<file path="config.mk">
export PLATFORM = sky130hd
export DESIGN_NAME = ipv_interrupt_priority_vector_map
export DESIGN_NICKNAME = d
export VERILOG_FILES = /design/src/rtl/ipv_pkg.sv /design/src/rtl/ipv_interrupt_priority_vector_map.sv
export SDC_FILE = /design/constraint.sdc
export NUM_CORES = 1
export LEC_CHECK = 0
export ABC_CLOCK_PERIOD_IN_PS = 51400
export BUFFER_PORTS_ARGS = -buffer_cell sky130_fd_sc_hd__buf_4
export CORE_ASPECT_RATIO = 1.1
export CORE_MARGIN = 4
export CORE_UTILIZATION = 50
export DETAILED_ROUTE_END_ITERATION = 10
export GPL_ROUTABILITY_DRIVEN = 1
export MAX_ROUTING_LAYER = met4
export PLACE_DENSITY = 0.7
export SLEW_MARGIN = 25
export SYNTH_ARGS = -nofsm -noshare
export SYNTH_HDL_FRONTEND = slang
export SYNTH_SLANG_ARGS = --single-unit
</file>
<file path="constraint.sdc">
create_clock -name clock -period 51.4 [get_ports clock]
set_input_delay 2.57 -clock clock [delete_from_list [all_inputs] [get_ports clock]]
set_output_delay 2.57 -clock clock [all_outputs]
set_load 0.01 [all_outputs]
</file>
<file path="src/rtl/ipv_pkg.sv">
// Overview of operation
// - Eight 16-bit read/write priority registers A-H
// - Four 4-bit fields per register
// - Field code 0 lowest, 15 highest level
// - Shared field gives same level to all
// - Reset clears all priority registers to zero
// - Standby leaves register contents unchanged
// - Register A fields serve pins 0-3
// - Register B low fields serve pins 6, 7
// - Register C upper fields serve DMA 0, 1
// - Register D serves timer 0 and timer 1
// - Register E upper fields serve timer 2
// - Register F low fields serve serial 0, 1
// - Register G serves converter, compare timers
// - Register H top field: watchdog and refresh
// - Each source gives its fixed vector number
// - Fixed rank among sources sharing a field
// - Equal levels resolved by fixed default order
// - Level zero masks the source entirely
package ipv_pkg;

   // ==========================================
   // Register map
   localparam int unsigned NUM_REGS = 8;
   localparam int unsigned REG_W = 16;
   localparam int unsigned FIELD_W = 4;
   localparam int unsigned ADDR_W = 8;
   localparam logic [ADDR_W-1:0] PRIO_A_OFFSET = 8'h00;
   localparam logic [ADDR_W-1:0] PRIO_B_OFFSET = 8'h04;
   localparam logic [ADDR_W-1:0] PRIO_C_OFFSET = 8'h08;
   localparam logic [ADDR_W-1:0] PRIO_D_OFFSET = 8'h0C;
   localparam logic [ADDR_W-1:0] PRIO_E_OFFSET = 8'h10;
   localparam logic [ADDR_W-1:0] PRIO_F_OFFSET = 8'h14;
   localparam logic [ADDR_W-1:0] PRIO_G_OFFSET = 8'h18;
   localparam logic [ADDR_W-1:0] PRIO_H_OFFSET = 8'h1C;
   localparam int unsigned IDX_LSB = 2;
   localparam int unsigned IDX_MSB = 4;
   localparam logic [REG_W-1:0] PRIO_RESET = 16'h0000;

   // Writable bits per register; the rest read zero
   localparam logic [REG_W-1:0] WMASK [NUM_REGS] = '{
      16'hFFFF, 16'h00FF, 16'hFF00, 16'hFFFF,
      16'hFF00, 16'h00FF, 16'hF0FF, 16'hF000};

   // ==========================================
   // Sources, in default order (index 0 highest)
   localparam int unsigned NUM_SRC = 34;
   localparam int unsigned VEC_W = 8;
   localparam int unsigned OFS_W = 10;
   localparam logic [FIELD_W-1:0] LEVEL_MASKED = 4'h0;

   // Register index feeding each source
   localparam logic [2:0] SRC_REG [NUM_SRC] = '{
      3'h0, 3'h0, 3'h0, 3'h0, 3'h1, 3'h1,
      3'h2, 3'h2,
      3'h3, 3'h3, 3'h3, 3'h3, 3'h3,
      3'h3, 3'h3, 3'h3, 3'h3,
      3'h4, 3'h4, 3'h4, 3'h4,
      3'h5, 3'h5, 3'h5, 3'h5,
      3'h5, 3'h5, 3'h5, 3'h5,
      3'h6, 3'h6, 3'h6,
      3'h7, 3'h7};

   // Field index within the register, 3 = bits 15-12, 0 = bits 3-0
   localparam logic [1:0] SRC_FLD [NUM_SRC] = '{
      2'h3, 2'h2, 2'h1, 2'h0, 2'h1, 2'h0,
      2'h3, 2'h2,
      2'h3, 2'h3, 2'h3, 2'h3, 2'h2,
      2'h1, 2'h1, 2'h0, 2'h0,
      2'h3, 2'h3, 2'h2, 2'h2,
      2'h1, 2'h1, 2'h1, 2'h1,
      2'h0, 2'h0, 2'h0, 2'h0,
      2'h3, 2'h1, 2'h0,
      2'h3, 2'h3};

   // Fixed vector numbers
   localparam logic [VEC_W-1:0] SRC_VEC [NUM_SRC] = '{
      8'h40, 8'h41, 8'h42, 8'h43, 8'h46, 8'h47,
      8'h48, 8'h4C,
      8'h58, 8'h59, 8'h5A, 8'h5B, 8'h5C,
      8'h60, 8'h61, 8'h64, 8'h65,
      8'h68, 8'h69, 8'h6C, 8'h6D,
      8'h80, 8'h81, 8'h82, 8'h83,
      8'h84, 8'h85, 8'h86, 8'h87,
      8'h88, 8'h90, 8'h94,
      8'h98, 8'h99};

   localparam int unsigned SRC_CONV = 29;
   localparam logic [VEC_W-1:0] CONV_VEC_ALT = 8'h8A;

endpackage

</file>
<file path="src/rtl/ipv_interrupt_priority_vector_map.sv">
`timescale 1ns/1ns
module ipv_interrupt_priority_vector_map #(
   parameter bit CONV_ALT_VECTOR = 1'b0
) (
   // Clock and reset
   input wire logic clock,
   input wire logic rstn,
   // APB slave
   input wire logic psel,
   input wire logic penable,
   input wire logic pwrite,
   input wire logic [ipv_pkg::ADDR_W-1:0] paddr,
   input wire logic [31:0] pwdata,
   output logic [31:0] prdata,
   output logic pready,
   output logic pslverr,
   // External request pins, active high request
   input wire logic ext_req0,
   input wire logic ext_req1,
   input wire logic ext_req2,
   input wire logic ext_req3,
   input wire logic ext_req6,
   input wire logic ext_req7,
   // Dma unit
   input wire logic dma0_transfer_end_req,
   input wire logic dma1_transfer_end_req,
   // Multi timer channel 0
   input wire logic timer0_compare_a_req,
   input wire logic timer0_compare_b_req,
   input wire logic timer0_compare_c_req,
   input wire logic timer0_compare_d_req,
   input wire logic timer0_overflow_req,
   // Multi timer channels 1 and 2
   input wire logic timer1_compare_a_req,
   input wire logic timer1_compare_b_req,
   input wire logic timer1_overflow_req,
   input wire logic timer1_underflow_req,
   input wire logic timer2_compare_a_req,
   input wire logic timer2_compare_b_req,
   input wire logic timer2_overflow_req,
   input wire logic timer2_underflow_req,
   // Serial channels
   input wire logic serial0_error_req,
   input wire logic serial0_rx_full_req,
   input wire logic serial0_tx_empty_req,
   input wire logic serial0_tx_end_req,
   input wire logic serial1_error_req,
   input wire logic serial1_rx_full_req,
   input wire logic serial1_tx_empty_req,
   input wire logic serial1_tx_end_req,
   // Converter, compare timers, watchdog, refresh
   input wire logic converter_end_req,
   input wire logic compare_timer0_req,
   input wire logic compare_timer1_req,
   input wire logic watchdog_interval_req,
   input wire logic refresh_compare_req,
   // Toward core exception logic
   output logic core_int_req,
   output logic [ipv_pkg::FIELD_W-1:0] core_int_level,
   output logic [ipv_pkg::VEC_W-1:0] core_int_vector,
   output logic [ipv_pkg::OFS_W-1:0] core_int_offset
);

   // ==========================================
   // Decode helpers
   function automatic logic [ipv_pkg::FIELD_W-1:0] field_of(
      input logic [ipv_pkg::REG_W-1:0] value,
      input logic [1:0] fld
   );
      field_of = value[fld*ipv_pkg::FIELD_W +: ipv_pkg::FIELD_W];
   endfunction

   function automatic logic addr_hit(input logic [ipv_pkg::ADDR_W-1:0] addr);
      addr_hit = (addr <= ipv_pkg::PRIO_H_OFFSET) && (addr[1:0] == 2'h0);
   endfunction

   // ==========================================
   // Register file
   logic [ipv_pkg::REG_W-1:0] prio_r [ipv_pkg::NUM_REGS];
   logic [31:0] prdata_r;
   logic pslverr_r;

   wire [2:0] reg_idx = paddr[ipv_pkg::IDX_MSB:ipv_pkg::IDX_LSB];
   wire setup_phase = psel & ~penable;
   wire access_phase = psel & penable;
   wire hit = addr_hit(paddr);
   wire wr_en = access_phase & pwrite & hit;
   wire [ipv_pkg::REG_W-1:0] rd_value = hit ? prio_r[reg_idx] : ipv_pkg::PRIO_RESET;

   // Zero wait state; read data and error latched at setup
   assign pready = access_phase;
   assign prdata = prdata_r;
   assign pslverr = pslverr_r & access_phase;

   genvar r;
   generate
      for (r = 0; r < ipv_pkg::NUM_REGS; r++) begin : g_reg
         // Only power-on reset reinitialises; no standby term exists
         always_ff @(posedge clock or negedge rstn) begin
            if (!rstn) begin
               prio_r[r] <= ipv_pkg::PRIO_RESET;
            end else if (wr_en && reg_idx == 3'(r)) begin
               prio_r[r] <= pwdata[ipv_pkg::REG_W-1:0] & ipv_pkg::WMASK[r];
            end
         end
      end
   endgenerate

   always_ff @(posedge clock or negedge rstn) begin
      if (!rstn) begin
         prdata_r <= 32'h0000_0000;
         pslverr_r <= 1'b0;
      end else if (setup_phase) begin
         prdata_r <= {16'h0000, rd_value};
         pslverr_r <= ~hit;
      end
   end

   // ==========================================
   // Source requests in default order
   wire [ipv_pkg::NUM_SRC-1:0] src_req = {
      refresh_compare_req, watchdog_interval_req,
      compare_timer1_req, compare_timer0_req, converter_end_req,
      serial1_tx_end_req, serial1_tx_empty_req, serial1_rx_full_req, serial1_error_req,
      serial0_tx_end_req, serial0_tx_empty_req, serial0_rx_full_req, serial0_error_req,
      timer2_underflow_req, timer2_overflow_req, timer2_compare_b_req, timer2_compare_a_req,
      timer1_underflow_req, timer1_overflow_req, timer1_compare_b_req, timer1_compare_a_req,
      timer0_overflow_req, timer0_compare_d_req, timer0_compare_c_req,
      timer0_compare_b_req, timer0_compare_a_req,
      dma1_transfer_end_req, dma0_transfer_end_req,
      ext_req7, ext_req6, ext_req3, ext_req2, ext_req1, ext_req0};

   logic [ipv_pkg::FIELD_W-1:0] src_lvl [ipv_pkg::NUM_SRC];
   logic [ipv_pkg::VEC_W-1:0] src_vec [ipv_pkg::NUM_SRC];

   genvar s;
   generate
      for (s = 0; s < ipv_pkg::NUM_SRC; s++) begin : g_src
         // Shared fields feed every attached source
         assign src_lvl[s] = field_of(prio_r[ipv_pkg::SRC_REG[s]],
                                      ipv_pkg::SRC_FLD[s]);
         if (s == ipv_pkg::SRC_CONV) begin : g_conv
            assign src_vec[s] = CONV_ALT_VECTOR ? ipv_pkg::CONV_VEC_ALT
                                                : ipv_pkg::SRC_VEC[s];
         end else begin : g_fix
            assign src_vec[s] = ipv_pkg::SRC_VEC[s];
         end
      end
   endgenerate

   // ==========================================
   // Arbitration
   logic win_req;
   logic [ipv_pkg::FIELD_W-1:0] win_lvl;
   logic [ipv_pkg::VEC_W-1:0] win_vec;

   always_comb begin
      win_req = 1'b0;
      win_lvl = ipv_pkg::LEVEL_MASKED;
      win_vec = '0;
      for (int i = 0; i < ipv_pkg::NUM_SRC; i++) begin
         // Strictly greater keeps the earlier source on a tie
         if (src_req[i] && src_lvl[i] > win_lvl) begin
            win_req = 1'b1;
            win_lvl = src_lvl[i];
            win_vec = src_vec[i];
         end
      end
   end

   always_ff @(posedge clock or negedge rstn) begin
      if (!rstn) begin
         core_int_req <= 1'b0;
         core_int_level <= ipv_pkg::LEVEL_MASKED;
         core_int_vector <= '0;
         core_int_offset <= '0;
      end else begin
         core_int_req <= win_req;
         core_int_level <= win_lvl;
         core_int_vector <= win_vec;
         core_int_offset <= {win_vec, 2'b00};
      end
   end

endmodule

</file>
# Word level (Yosys, flattened, before mapping)
# Cells that the tools add are included.
[classes]
add_sub_neg = 0
mul = 0
div = 0
magnitude_cmp = 36
eq_ne = 7
n_shift = 0
mux = 106
n_bitwise = 8
reduce_logical = 45
[op_table]
columns = ["operator", "count"]
rows = [
  ["$mux W8", 27],
  ["$mux W4", 34],
  ["$gt A4 B4 Y1", 33],
  ["$mux W7", 7],
  ["$bmux W16 S3", 1],
  ["$mux W16", 3],
  ["$logic_and A1 B1 Y1", 43],
  ["$mux W1", 34],
  ["$eq A3 B3 Y1 const B", 4],
  ["$le A8 B5 Y1 const B", 1],
  ["$eq A3 B2 Y1 const B", 2],
  ["$and A1 B1 Y1", 5],
  ["$ge A4 B4 Y1 const B", 1],
  ["$gt A4 B1 Y1 const B", 1],
  ["$not A3 Y4", 1],
  ["$eq A3 B1 Y1 const B", 1],
  ["$logic_not A3 Y1", 1],
  ["$logic_not A2 Y1", 1],
  ["$not A1 Y1", 2],
]
[word_totals]
regBits = 110
latch_bits = 0
ram_bits = 0
rom_bits = 0
in_bits = 79
out_inout_bits = 57
wordCells = 215
mem_count = 0

# Logic depth before layout (Yosys ltp)
# Gate-level depths: netlist of run 1.
[logic_depth]
depth_word = 102
ltp_mapped = 268
mapped_depth_nobuf = 266

# Least setup slack after synthesis of run 1
# OpenSTA, ideal clock, no wires.
[synth_path]
kind = "in2reg"
startpoint = "input port ext_req0"
endpoint = "register core_int_level[2] (netlist bit)"
setup_time_ps = 128
arrival_ps = 47854
required_ps = 51272
setup_slack_ps = 3419
path_stages = 243
n_path_buf = 2
cell_sequence = "nand2_1 ha_1 nor2b_2 o211ai_2 a21oi_2 nand2_1 o21ai_0 inv_1 ha_1 and2_1 mux2_4 a31o_4 nor2_1 mux2i_1 ha_1 and3_1 or4_4 nand3_1 [... 207 more ...] or2_2 ha_1 a21o_1 a31o_2 o211ai_1 mux2_2 ha_1 a21o_1 nand2_1 o211ai_1 nand3_1 mux2_1 ha_1 nand3_1 o22ai_1 o221a_2 a31oi_2 mux2_1"
[synth_between]
elab_chain_cells = 101
[synth_lines]
columns = ["item", "line_no", "source"]
rows = [
  ["from (decl)", "ipv_interrupt_priority_vector_map.sv:18", "input wire logic ext_req0,"],
  ["$logic_and A1 B1 Y1 (*)", "ipv_interrupt_priority_vector_map.sv:163", "if (src_req[i] && src_lvl[i] > win_lvl) begin"],
  ["$mux W4 (*)", "ipv_interrupt_priority_vector_map.sv:163", ""],
  ["$gt A4 B4 Y1", "ipv_interrupt_priority_vector_map.sv:163", ""],
  ["$logic_and A1 B1 Y1", "ipv_interrupt_priority_vector_map.sv:163", ""],
  ["$mux W4 (*)", "ipv_interrupt_priority_vector_map.sv:163", ""],
  ["$gt A4 B4 Y1", "ipv_interrupt_priority_vector_map.sv:163", ""],
  ["$logic_and A1 B1 Y1", "ipv_interrupt_priority_vector_map.sv:163", ""],
  ["$mux W4 (*)", "ipv_interrupt_priority_vector_map.sv:163", ""],
  ["[... 86 more ...]", "-", ""],
  ["$mux W4 (*)", "ipv_interrupt_priority_vector_map.sv:163", ""],
  ["$gt A4 B4 Y1", "ipv_interrupt_priority_vector_map.sv:163", ""],
  ["$logic_and A1 B1 Y1", "ipv_interrupt_priority_vector_map.sv:163", ""],
  ["$mux W4 (*)", "ipv_interrupt_priority_vector_map.sv:163", ""],
  ["$gt A4 B4 Y1", "ipv_interrupt_priority_vector_map.sv:163", ""],
  ["$logic_and A1 B1 Y1", "ipv_interrupt_priority_vector_map.sv:163", ""],
  ["$mux W4 (*)", "ipv_interrupt_priority_vector_map.sv:163", ""],
  ["net win_lvl, one bit", "ipv_interrupt_priority_vector_map.sv:154", "logic [ipv_pkg::FIELD_W-1:0] win_lvl;"],
  ["to (signal assigned)", "ipv_interrupt_priority_vector_map.sv:174", "core_int_level <= ipv_pkg::LEVEL_MASKED;"],
  ["to (signal assigned)", "ipv_interrupt_priority_vector_map.sv:179", "core_int_level <= win_lvl;"],
  ["to (decl)", "ipv_interrupt_priority_vector_map.sv:59", "output logic [ipv_pkg::FIELD_W-1:0] core_int_level,"],
]
# Mark *: on every way through the listed nets, which the timed path passes. The rest lies on a longest branch.
# A chain may end at the register's enable or synchronous reset.

# Final worst setup path of run 1
# Ends and elaborated chain as after synthesis.

==> impl_metrics.csv, run 1 <==
group,metric,value,unit
die,fp.dieArea,27500,sq um
cells_and_area,fin_cells,2056,
global_routing,grt_overflow,0,
die,start_util,0.508,
synth,avgSynthCellArea,8.47,sq um
critical_path,crit_fanout,8,
detailed_routing,firstDrtPassIters,5,
clocking,cts.reportedPaths.clkPinSlew,0.07,ns
sta,fmax,20.6,MHz
synth,ys_seq_area_frac,0.221,
status,outcome,"finished clean",
detailed_routing,drc,0,
critical_path,critical_path_buf_inv_count,26,
clocking,h-tree-depth,3,
sta,hold_violations,0,
die,die_h,173,um
min_path,whs_path_depth,1,
critical_path,cp.required,51.63,ns
critical_path,critical_path_depth,250,
synth,yosysUniqueCellTypes,135,
critical_path,r2r_cells,249,
sta,worst_slew_margin_rel,0.406,
critical_path,arrival,48.78,ns
sta,min_period,48.55,ns
critical_path,cp-start-kind,"primary input",
cells_and_area,layout_common_cells,"314 x buf_4, 144 x nand2_1, 118 x inv_1",
critical_path,critPathTopFamily,"compound AO/OA/AOI/OAI gates",
detailed_routing,wl,40000,um
sta,hold_slack,0.507,ns
critical_path,cpMaxStageDelayCell,"or4_4",
global_routing,grt_first_pass_wirelength,61600,um
cells_and_area,final_layout_size_suffix_gt1_frac,0.335,
synth,synthTopCellsByArea,"dfrtp_1 22%, ha_1 8.6%, mux2_2 7.9%",
synth,synth_top_cell_area_share,0.221,
synth,synth-edff-count,0,
detailed_routing,vias,12700,
clocking,cts_root_buffer,"clkbuf_16",
sta,fin_crit_sh,0.945,
die,fp.coreArea,24500,sq um
job,maxCapViolations,0,
critical_path,cp_common_cell,"ha_1",
synth,netlist.top_cell.by_area,"dfrtp_1",
global_routing,grt_util_all_layers,0.281,
place,place_inst,2006,
place,gp_congestion,0.941,
sta,finalMaxSlewViolations,0,
sta,tightest_slew,0.889,ns
die,ios,136,
global_routing,grt_max_degree,59,
place,pre_cts_ws,-0.0472,ns
detailed_routing,dr.first_iter.drc_count,1054,
synth,ys.flop_type,"dfrtp_1",
place,hpwl,31000,um
die,die_w,158,um
detailed_routing,routedWlPerCell,19.4,um
clocking,hold_buffers,0,
synth,async_reset_ff_frac,1.00,
cells_and_area,area_delta_synth_final,24.9,%
sta,setup_ws,2.85,ns
clocking,numClockSinks,110,
critical_path,crit_type,"primary input to flop",
global_routing,grt_pass1_vias,12000,
synth,syn_inst,1468,
clocking,clockBufferDepth,2,
sta,clock_skew,0.0115,ns
synth,synth_warnings,0,
critical_path,crit_path_end_kind,"flop",
global_routing,grt_antenna_before_repair,0,
detailed_routing,ant_nets,0,
clocking,clock_latency,0.35,ns
place,io_buffer_count,101,
cells_and_area,final_common_cell,"buf_4",
synth,synth-seq-cells,110,
clocking,cts_tree,"done",
sta,setup-violations-final,0,
synth,netlist_area,12400,sq um
clocking,numCtsBuffers,9,
cells_and_area,fin_nets,1905,
detailed_routing,avgViaCountPerCell,6.16,
die,fp-row-count,60,
critical_path,max_stage_delay,0.44,ns
min_path,hp-class,"flop to flop",
## cells by family after synthesis
kind of cell	after synthesis	synth area share
mux	144	0.126
xor+xnor	14	0.0105
compound gates	515	0.315
other cells	1	0.000302
flops	110	0.221
simple gates	407	0.165
buf+inv	190	0.0745
fa+ha+maj	87	0.0872
## sequential cells by signal, indices dropped and copies added (netlist names)
signal,count
prio_r,80
prdata,16
core_int_offset,8
core_int_level,4
core_int_req,1
pslverr_r,1
## path summary, 6_finish.rpt
kind,to,slack (ns),startpoint
worst max-delay path,core_int_level[2],2.85,ext_req0
worst min-delay path,prdata[5],0.51,prdata[5]
worst max register to register,core_int_level[2],4.76,prio_r[125]
worst min register to register,prdata[5],0.51,prdata[5]
max in group asynchronous,prio_r[99],47.99,rstn
min in group asynchronous,prio_r[17],2.27,rstn
## through the flow
stage                     setup TNS, ns  utilization  instance area [sq um]
after detailed placement         -0.125        0.594                  14500
after CTS                             0        0.606                  14800
after global routing              -4.53        0.635                  15500
after floorplan                       0            -                  12500
after global placement                0        0.594                  14500
final                                 0        0.635                  15500
## synth_stat cells (9+ instances only)
cell,number
a21o_1,28
a21oi_1,93
dfrtp_1,110
buf_4,32
o21a_1,14
and3_1,18
and2_1,21
nor2_1,78
o21ai_0,105
nand2b_1,11
a22oi_1,16
nor3_1,11
a22o_1,9
clkbuf_1,23
nand3_1,37
nand4_1,13
nor2b_1,11
mux2i_1,51
a32o_1,9
a31oi_1,21
nand2_1,148
ha_1,85
mux2_2,87
inv_1,118
a211oi_1,17
o21ai_1,10
o211ai_1,21
## final cells by class
type,count,area (sq um)
multi-input cells,1185,9270
fillers,2100,8940
flip-flops and latches,110,2750
repair buffers,317,2380
inverters,118,443
well taps,310,388
clock buffers,9,225
clock inverters,6,68.8
diodes,1,2.50
## what timing repair did
action                     CTS  global route
setup endpoints to repair    0            13
buffers inserted             0            33
gates resized for setup      0           112
## layer usage
layer / vias to the layer above / track usage / wire [um]
met5: - / - / 0
met4: 0 / 0.0764 / 1150
met3: 70 / 0.0265 / 1890
met2: 382 / 0.474 / 20200
met1: 6141 / 0.360 / 16700
li1: 6074 / - / -
Power of run 1 is left out: the tool's default activity adds up to more than one toggle a clock period on the data nets, which glitch-free logic cannot reach.
==> inputs of run 2 (changes only) <==
ABC_CLOCK_PERIOD_IN_PS = 58800   (was 51400)
CORE_ASPECT_RATIO = 1.25   (was 1.1)
CORE_UTILIZATION = 65   (was 50)
PLACE_DENSITY = 0.87   (was 0.7)
clock period = 58.8 ns   (was 51.4 ns; I/O delays follow)
==> impl_metrics.csv, run 2 (synthesized netlist as in run 1, its figures left out) <==
group,metric,value,unit
status,outcome,"finished clean",
critical_path,r2r_cells,239,
clocking,h-tree-depth,3,
die,fp-row-count,56,
detailed_routing,ant_nets,0,
critical_path,arrival,54.88,ns
place,gp_congestion,0.943,
detailed_routing,dr.first_iter.drc_count,843,
clocking,cts_root_buffer,"clkbuf_16",
sta,setup-violations-final,0,
cells_and_area,fillCellCount,1447,
detailed_routing,firstDrtPassIters,6,
critical_path,critical_path_depth,240,
critical_path,startpoint,"ext_req0",
sta,min_period,54.65,ns
critical_path,cp_common_cell,"ha_1",
die,start_util,0.662,
job,maxCapViolations,0,
sta,finalMaxSlewViolations,0,
cells_and_area,largest-register,"prio_r",
clocking,clock_latency,0.36,ns
global_routing,grt_max_degree,64,
global_routing,grt_util_all_layers,0.349,
detailed_routing,routedWlPerCell,21.2,um
global_routing,grt_overflow,0,
detailed_routing,drc,0,
cells_and_area,antennaDiodeCount,0,
detailed_routing,wl,37500,um
critical_path,r2r_start,"prio_r[125]",
critical_path,cp-start-kind,"primary input",
place,io_buffer_count,101,
clocking,numCtsBuffers,9,
critical_path,critical_path_buf_inv_count,19,
min_path,whs_path_depth,1,
global_routing,grt_first_pass_wirelength,59500,um
critical_path,crit_fanout,14,
sta,fmax,18.3,MHz
sta,tightest_slew,0.974,ns
cells_and_area,final_layout_size_suffix_gt1_frac,0.208,
detailed_routing,vias,12200,
global_routing,grt_antenna_before_repair,0,
sta,worst_slew_margin_rel,0.334,
die,die_w,132,um
clocking,cts.reportedPaths.clkPinSlew,0.07,ns
clocking,cts_tree,"done",
critical_path,critPathTopFamily,"compound AO/OA/AOI/OAI gates",
cells_and_area,post-route-util,0.720,
sta,fin_crit_sh,0.929,
critical_path,crit_type,"primary input to flop",
cells_and_area,final_common_cell,"nand2_1",
cells_and_area,fin_nets,1700,
critical_path,r2r_end,"core_int_level[2]",
die,ios,136,
sta,clock_skew,0.00892,ns
clocking,clockBufferDepth,2,
global_routing,grt_pass1_vias,11900,
clocking,numClockSinks,110,
die,fp.coreArea,18800,sq um
critical_path,max_stage_delay,0.45,ns
cells_and_area,area_delta_synth_final,8.69,%
min_path,hp-class,"flop to flop",
cells_and_area,largest_register_ffs,80,
critical_path,crit_path_end_kind,"flop",
critical_path,reg2reg_slack,6.43,ns
place,hpwl,29100,um
detailed_routing,avgViaCountPerCell,6.86,
critical_path,cpMaxStageDelayCell,"a2111o_1",
critical_path,cp.required,59.03,ns
die,die_h,163,um
die,fp.dieArea,21400,sq um
sta,hold_violations,0,
critical_path,crit_path_end,"core_int_level[2]",
cells_and_area,layout_common_cells,"148 x nand2_1, 118 x inv_1, 111 x buf_4",
[run 2: cell count changes in the layout (fill, tap and decap cells not counted), sizes merged]
cell / change
diode: -1
bufinv: -1
inv: -1
buf: -205
clkbuf: +2
[run 2: layer usage]
layer  wire length [um]  up-vias  global-route usage  part of all wire
met4               2340        0               0.194             0.062
met5                  0        -                   -                 0
li1                   -     5661                   -                 -
met1              14200     5812               0.389              0.38
met3               2480      148              0.0457             0.066
met2              18500      536               0.607              0.49
[run 2: worst min-delay path by stage]
stage	startpoint	to	slack, ns
5_1_grt	prdata[6]	prdata[6]	0.53
6_report	prdata[6]	prdata[6]	0.50
4_1_cts	prdata[6]	prdata[6]	0.50
3_3_place_gp	prdata[6]	prdata[6]	0.48
2_1_floorplan	pslverr_r	pslverr_r	0.49
3_5_place_dp	prdata[5]	prdata[5]	0.50
[run 2: cell type report]
cell class                 count  area, sq um  share of cell area
clock buffer                  11          233              0.0172
clock inverter                 4         32.5             0.00241
inverter                     118          443              0.0328
multi-input combinational   1185         8910               0.659
sequential                   110         2750               0.204
tap                          232          290              0.0215
timing repair buffer         112          853              0.0631
[run 2: timing repair]
action | CTS | global route
endpoints found under the hold margin | 0 | 0
buffers inserted | 0 | 9
hold buffers | 0 | 0
resized for setup | 0 | 17
endpoints found under the setup margin | 0 | 13
[run 2: worst register-to-register path, delay by kind of cell (launching register included)]
| kind | cells | cell delay [ns] |
|---|---|---|
| DFF | 1 | 0.42 |
| muxes | 20 | 6.28 |
| buffers and inverters | 18 | 1.48 |
| AOI/OAI and AO/OA | 110 | 24.41 |
| adders and majority gates | 33 | 10.14 |
| and+or+nand+nor | 58 | 9.52 |
[run 2: per-stage QoR]
| stage | hold slack (ns) | cell area [sq um] | setup slack [ns] | instances | setup TNS, ns |
|---|---|---|---|---|---|
| global placement | 0.476 | 13100 | 3.09 | 1748 | 0 |
| finish | 0.495 | 13500 | 4.15 | 1772 | 0 |
| detailed placement | 0.499 | 13100 | 2.21 | 1748 | 0 |
| CTS | 0.497 | 13400 | 2.32 | 1763 | 0 |
| floorplan | 0.485 | 12500 | 10.45 | 1485 | 0 |
| global route | 0.531 | 13500 | -0.0361 | 1772 | -0.0565 |
Power of run 2 is left out for the same reason.
==> inputs of run 3 (changes only) <==
ABC_CLOCK_PERIOD_IN_PS = 55600   (was 58800)
CORE_UTILIZATION = 62   (was 65)
CTS_BUF_LIST = sky130_fd_sc_hd__clkbuf_8   (was unset)
PLACE_DENSITY = 0.84   (was 0.87)
clock period = 55.6 ns   (was 58.8 ns; I/O delays follow)
==> impl_metrics.csv, run 3 (synthesized netlist as in run 1, its figures left out) <==
group,metric,value,unit
clocking,numCtsBuffers,9,
detailed_routing,vias,12300,
min_path,hp-class,"flop to flop",
global_routing,grt_first_pass_wirelength,57800,um
cells_and_area,fin_nets,1714,
detailed_routing,avgViaCountPerCell,6.76,
critical_path,cp_common_cell,"ha_1",
critical_path,arrival,52.76,ns
status,outcome,"finished clean",
global_routing,grt_antenna_before_repair,0,
sta,tightest_slew,0.882,ns
clocking,clock_latency,0.39,ns
clocking,cts.reportedPaths.clkPinSlew,0.10,ns
critical_path,r2r_end,"core_int_level[0]",
critical_path,crit_path_end_kind,"flop",
min_path,holdCritStartpoint,"prdata[1]",
detailed_routing,routedWlPerCell,20.5,um
place,place_inst,1783,
critical_path,max_stage_delay,0.54,ns
detailed_routing,wl,37300,um
detailed_routing,firstDrtPassIters,6,
sta,hold_slack,0.505,ns
cells_and_area,largest_register_ffs,80,
critical_path,r2r_cells,244,
sta,finalMaxSlewViolations,0,
cells_and_area,final_layout_size_suffix_gt1_frac,0.233,
sta,setup-violations-final,0,
global_routing,grt_overflow,0,
job,maxCapViolations,0,
cells_and_area,final_common_cell,"nand2_1",
sta,fmax,19.1,MHz
cells_and_area,fin_cells,1820,
clocking,clockBufferDepth,2,
critical_path,crit_fanout,12,
cells_and_area,largest-register,"prio_r",
die,fp.coreArea,19600,sq um
cells_and_area,area_delta_synth_final,10.4,%
min_path,worst_hold_path.endpoint,"prdata[1]",
critical_path,r2r_start,"prio_r[125]",
sta,worst_slew_margin_rel,0.410,
cells_and_area,antennaDiodeCount,0,
clocking,h-tree-depth,3,
clocking,numClockSinks,110,
place,io_buffer_count,101,
global_routing,grt_util_all_layers,0.324,
critical_path,cp-start-kind,"primary input",
sta,hold_violations,0,
clocking,hold_buffers,0,
critical_path,cp.required,55.90,ns
global_routing,grt_max_degree,66,
cells_and_area,fin_area,13700,sq um
place,hpwl,29100,um
clocking,cts_tree,"done",
detailed_routing,drc,0,
critical_path,reg2reg_slack,5.21,ns
die,die_w,135,um
critical_path,crit_type,"primary input to flop",
place,place_area,13100,sq um
sta,min_period,52.47,ns
die,ios,136,
sta,setup_tns,0,ns
detailed_routing,ant_nets,0,
die,fp-row-count,57,
die,die_h,166,um
detailed_routing,dr.first_iter.drc_count,1055,
critical_path,cpMaxStageDelayCell,"o31ai_1",
place,gp_congestion,0.934,
sta,clock_skew,0.0182,ns
clocking,cts_root_buffer,"clkbuf_8",
die,fp.dieArea,22400,sq um
global_routing,grt_pass1_vias,11600,
die,start_util,0.634,
cells_and_area,layout_common_cells,"148 x nand2_1, 126 x buf_4, 118 x inv_1",
sta,fin_crit_sh,0.944,
min_path,whs_path_depth,1,
## run 3: cell count changes in the layout (fill, tap and decap cells not counted), moves of 3 or more
| cell | before | now |
|---|---|---|
| o21ai_1 | 9 | 16 |
| clkbuf_8 | 0 | 9 |
| o21ai_0 | 104 | 96 |
| a2111oi_0 | 7 | 4 |
| mux2i_1 | 49 | 45 |
| buf_4 | 111 | 126 |
| clkbuf_16 | 9 | 0 |
| mux2i_2 | 2 | 6 |
| a21oi_1 | 92 | 89 |
## run 3: through the flow
| stage | utilization | worst slack [ns] |
|---|---|---|
| 2_1_floorplan | - | 7.41 |
| 3_3_place_gp | 0.670 | 0.799 |
| 3_5_place_dp | 0.670 | -0.0924 |
| 4_1_cts | 0.681 | 0.168 |
| 5_1_grt | 0.700 | -0.236 |
| 6_report | 0.700 | 3.13 |
## run 3: worst max path at each step
stage | endpoint | start | slack [ns]
2_1_floorplan | core_int_level[2] | ext_req0 | 7.41
3_3_place_gp | core_int_level[0] | ext_req0 | 0.80
3_5_place_dp | core_int_level[0] | ext_req0 | -0.09
4_1_cts | core_int_level[0] | ext_req0 | 0.17
5_1_grt | core_int_level[0] | ext_req0 | -0.24
6_report | core_int_level[0] | ext_req0 | 3.13
## run 3: cell type report
type | count | area (sq um)
fill | 1582 | 5880
inverter | 118 | 443
sequential | 110 | 2750
clock buffer | 9 | 124
tap | 265 | 332
clock inverter | 7 | 90.1
multi-input combinational | 1185 | 9040
timing repair buffer | 126 | 946
## run 3: metal layers
metal / GRT usage / share of wire / up-vias
met5: - / 0 / -
met4: 0.163 / 0.056 / 0
met3: 0.0321 / 0.062 / 143
met2: 0.548 / 0.50 / 557
met1: 0.381 / 0.38 / 5919
li1: - / - / 5676
## run 3: worst max-delay path, delay by kind of cell
kind	cells	cell delay [ns]
AO/OA/AOI/OAI	106	22.16
adder cells (fa/ha/maj)	33	9.71
buffers and inverters	23	2.34
multiplexers	22	6.50
AND/OR/NAND/NOR	61	9.20
## run 3: what timing repair did
item | 4_1_cts | 5_1_grt
resized for setup | 0 | 54
buffers inserted | 0 | 21
setup endpoints to repair | 0 | 13
Power of run 3 is left out for the same reason.
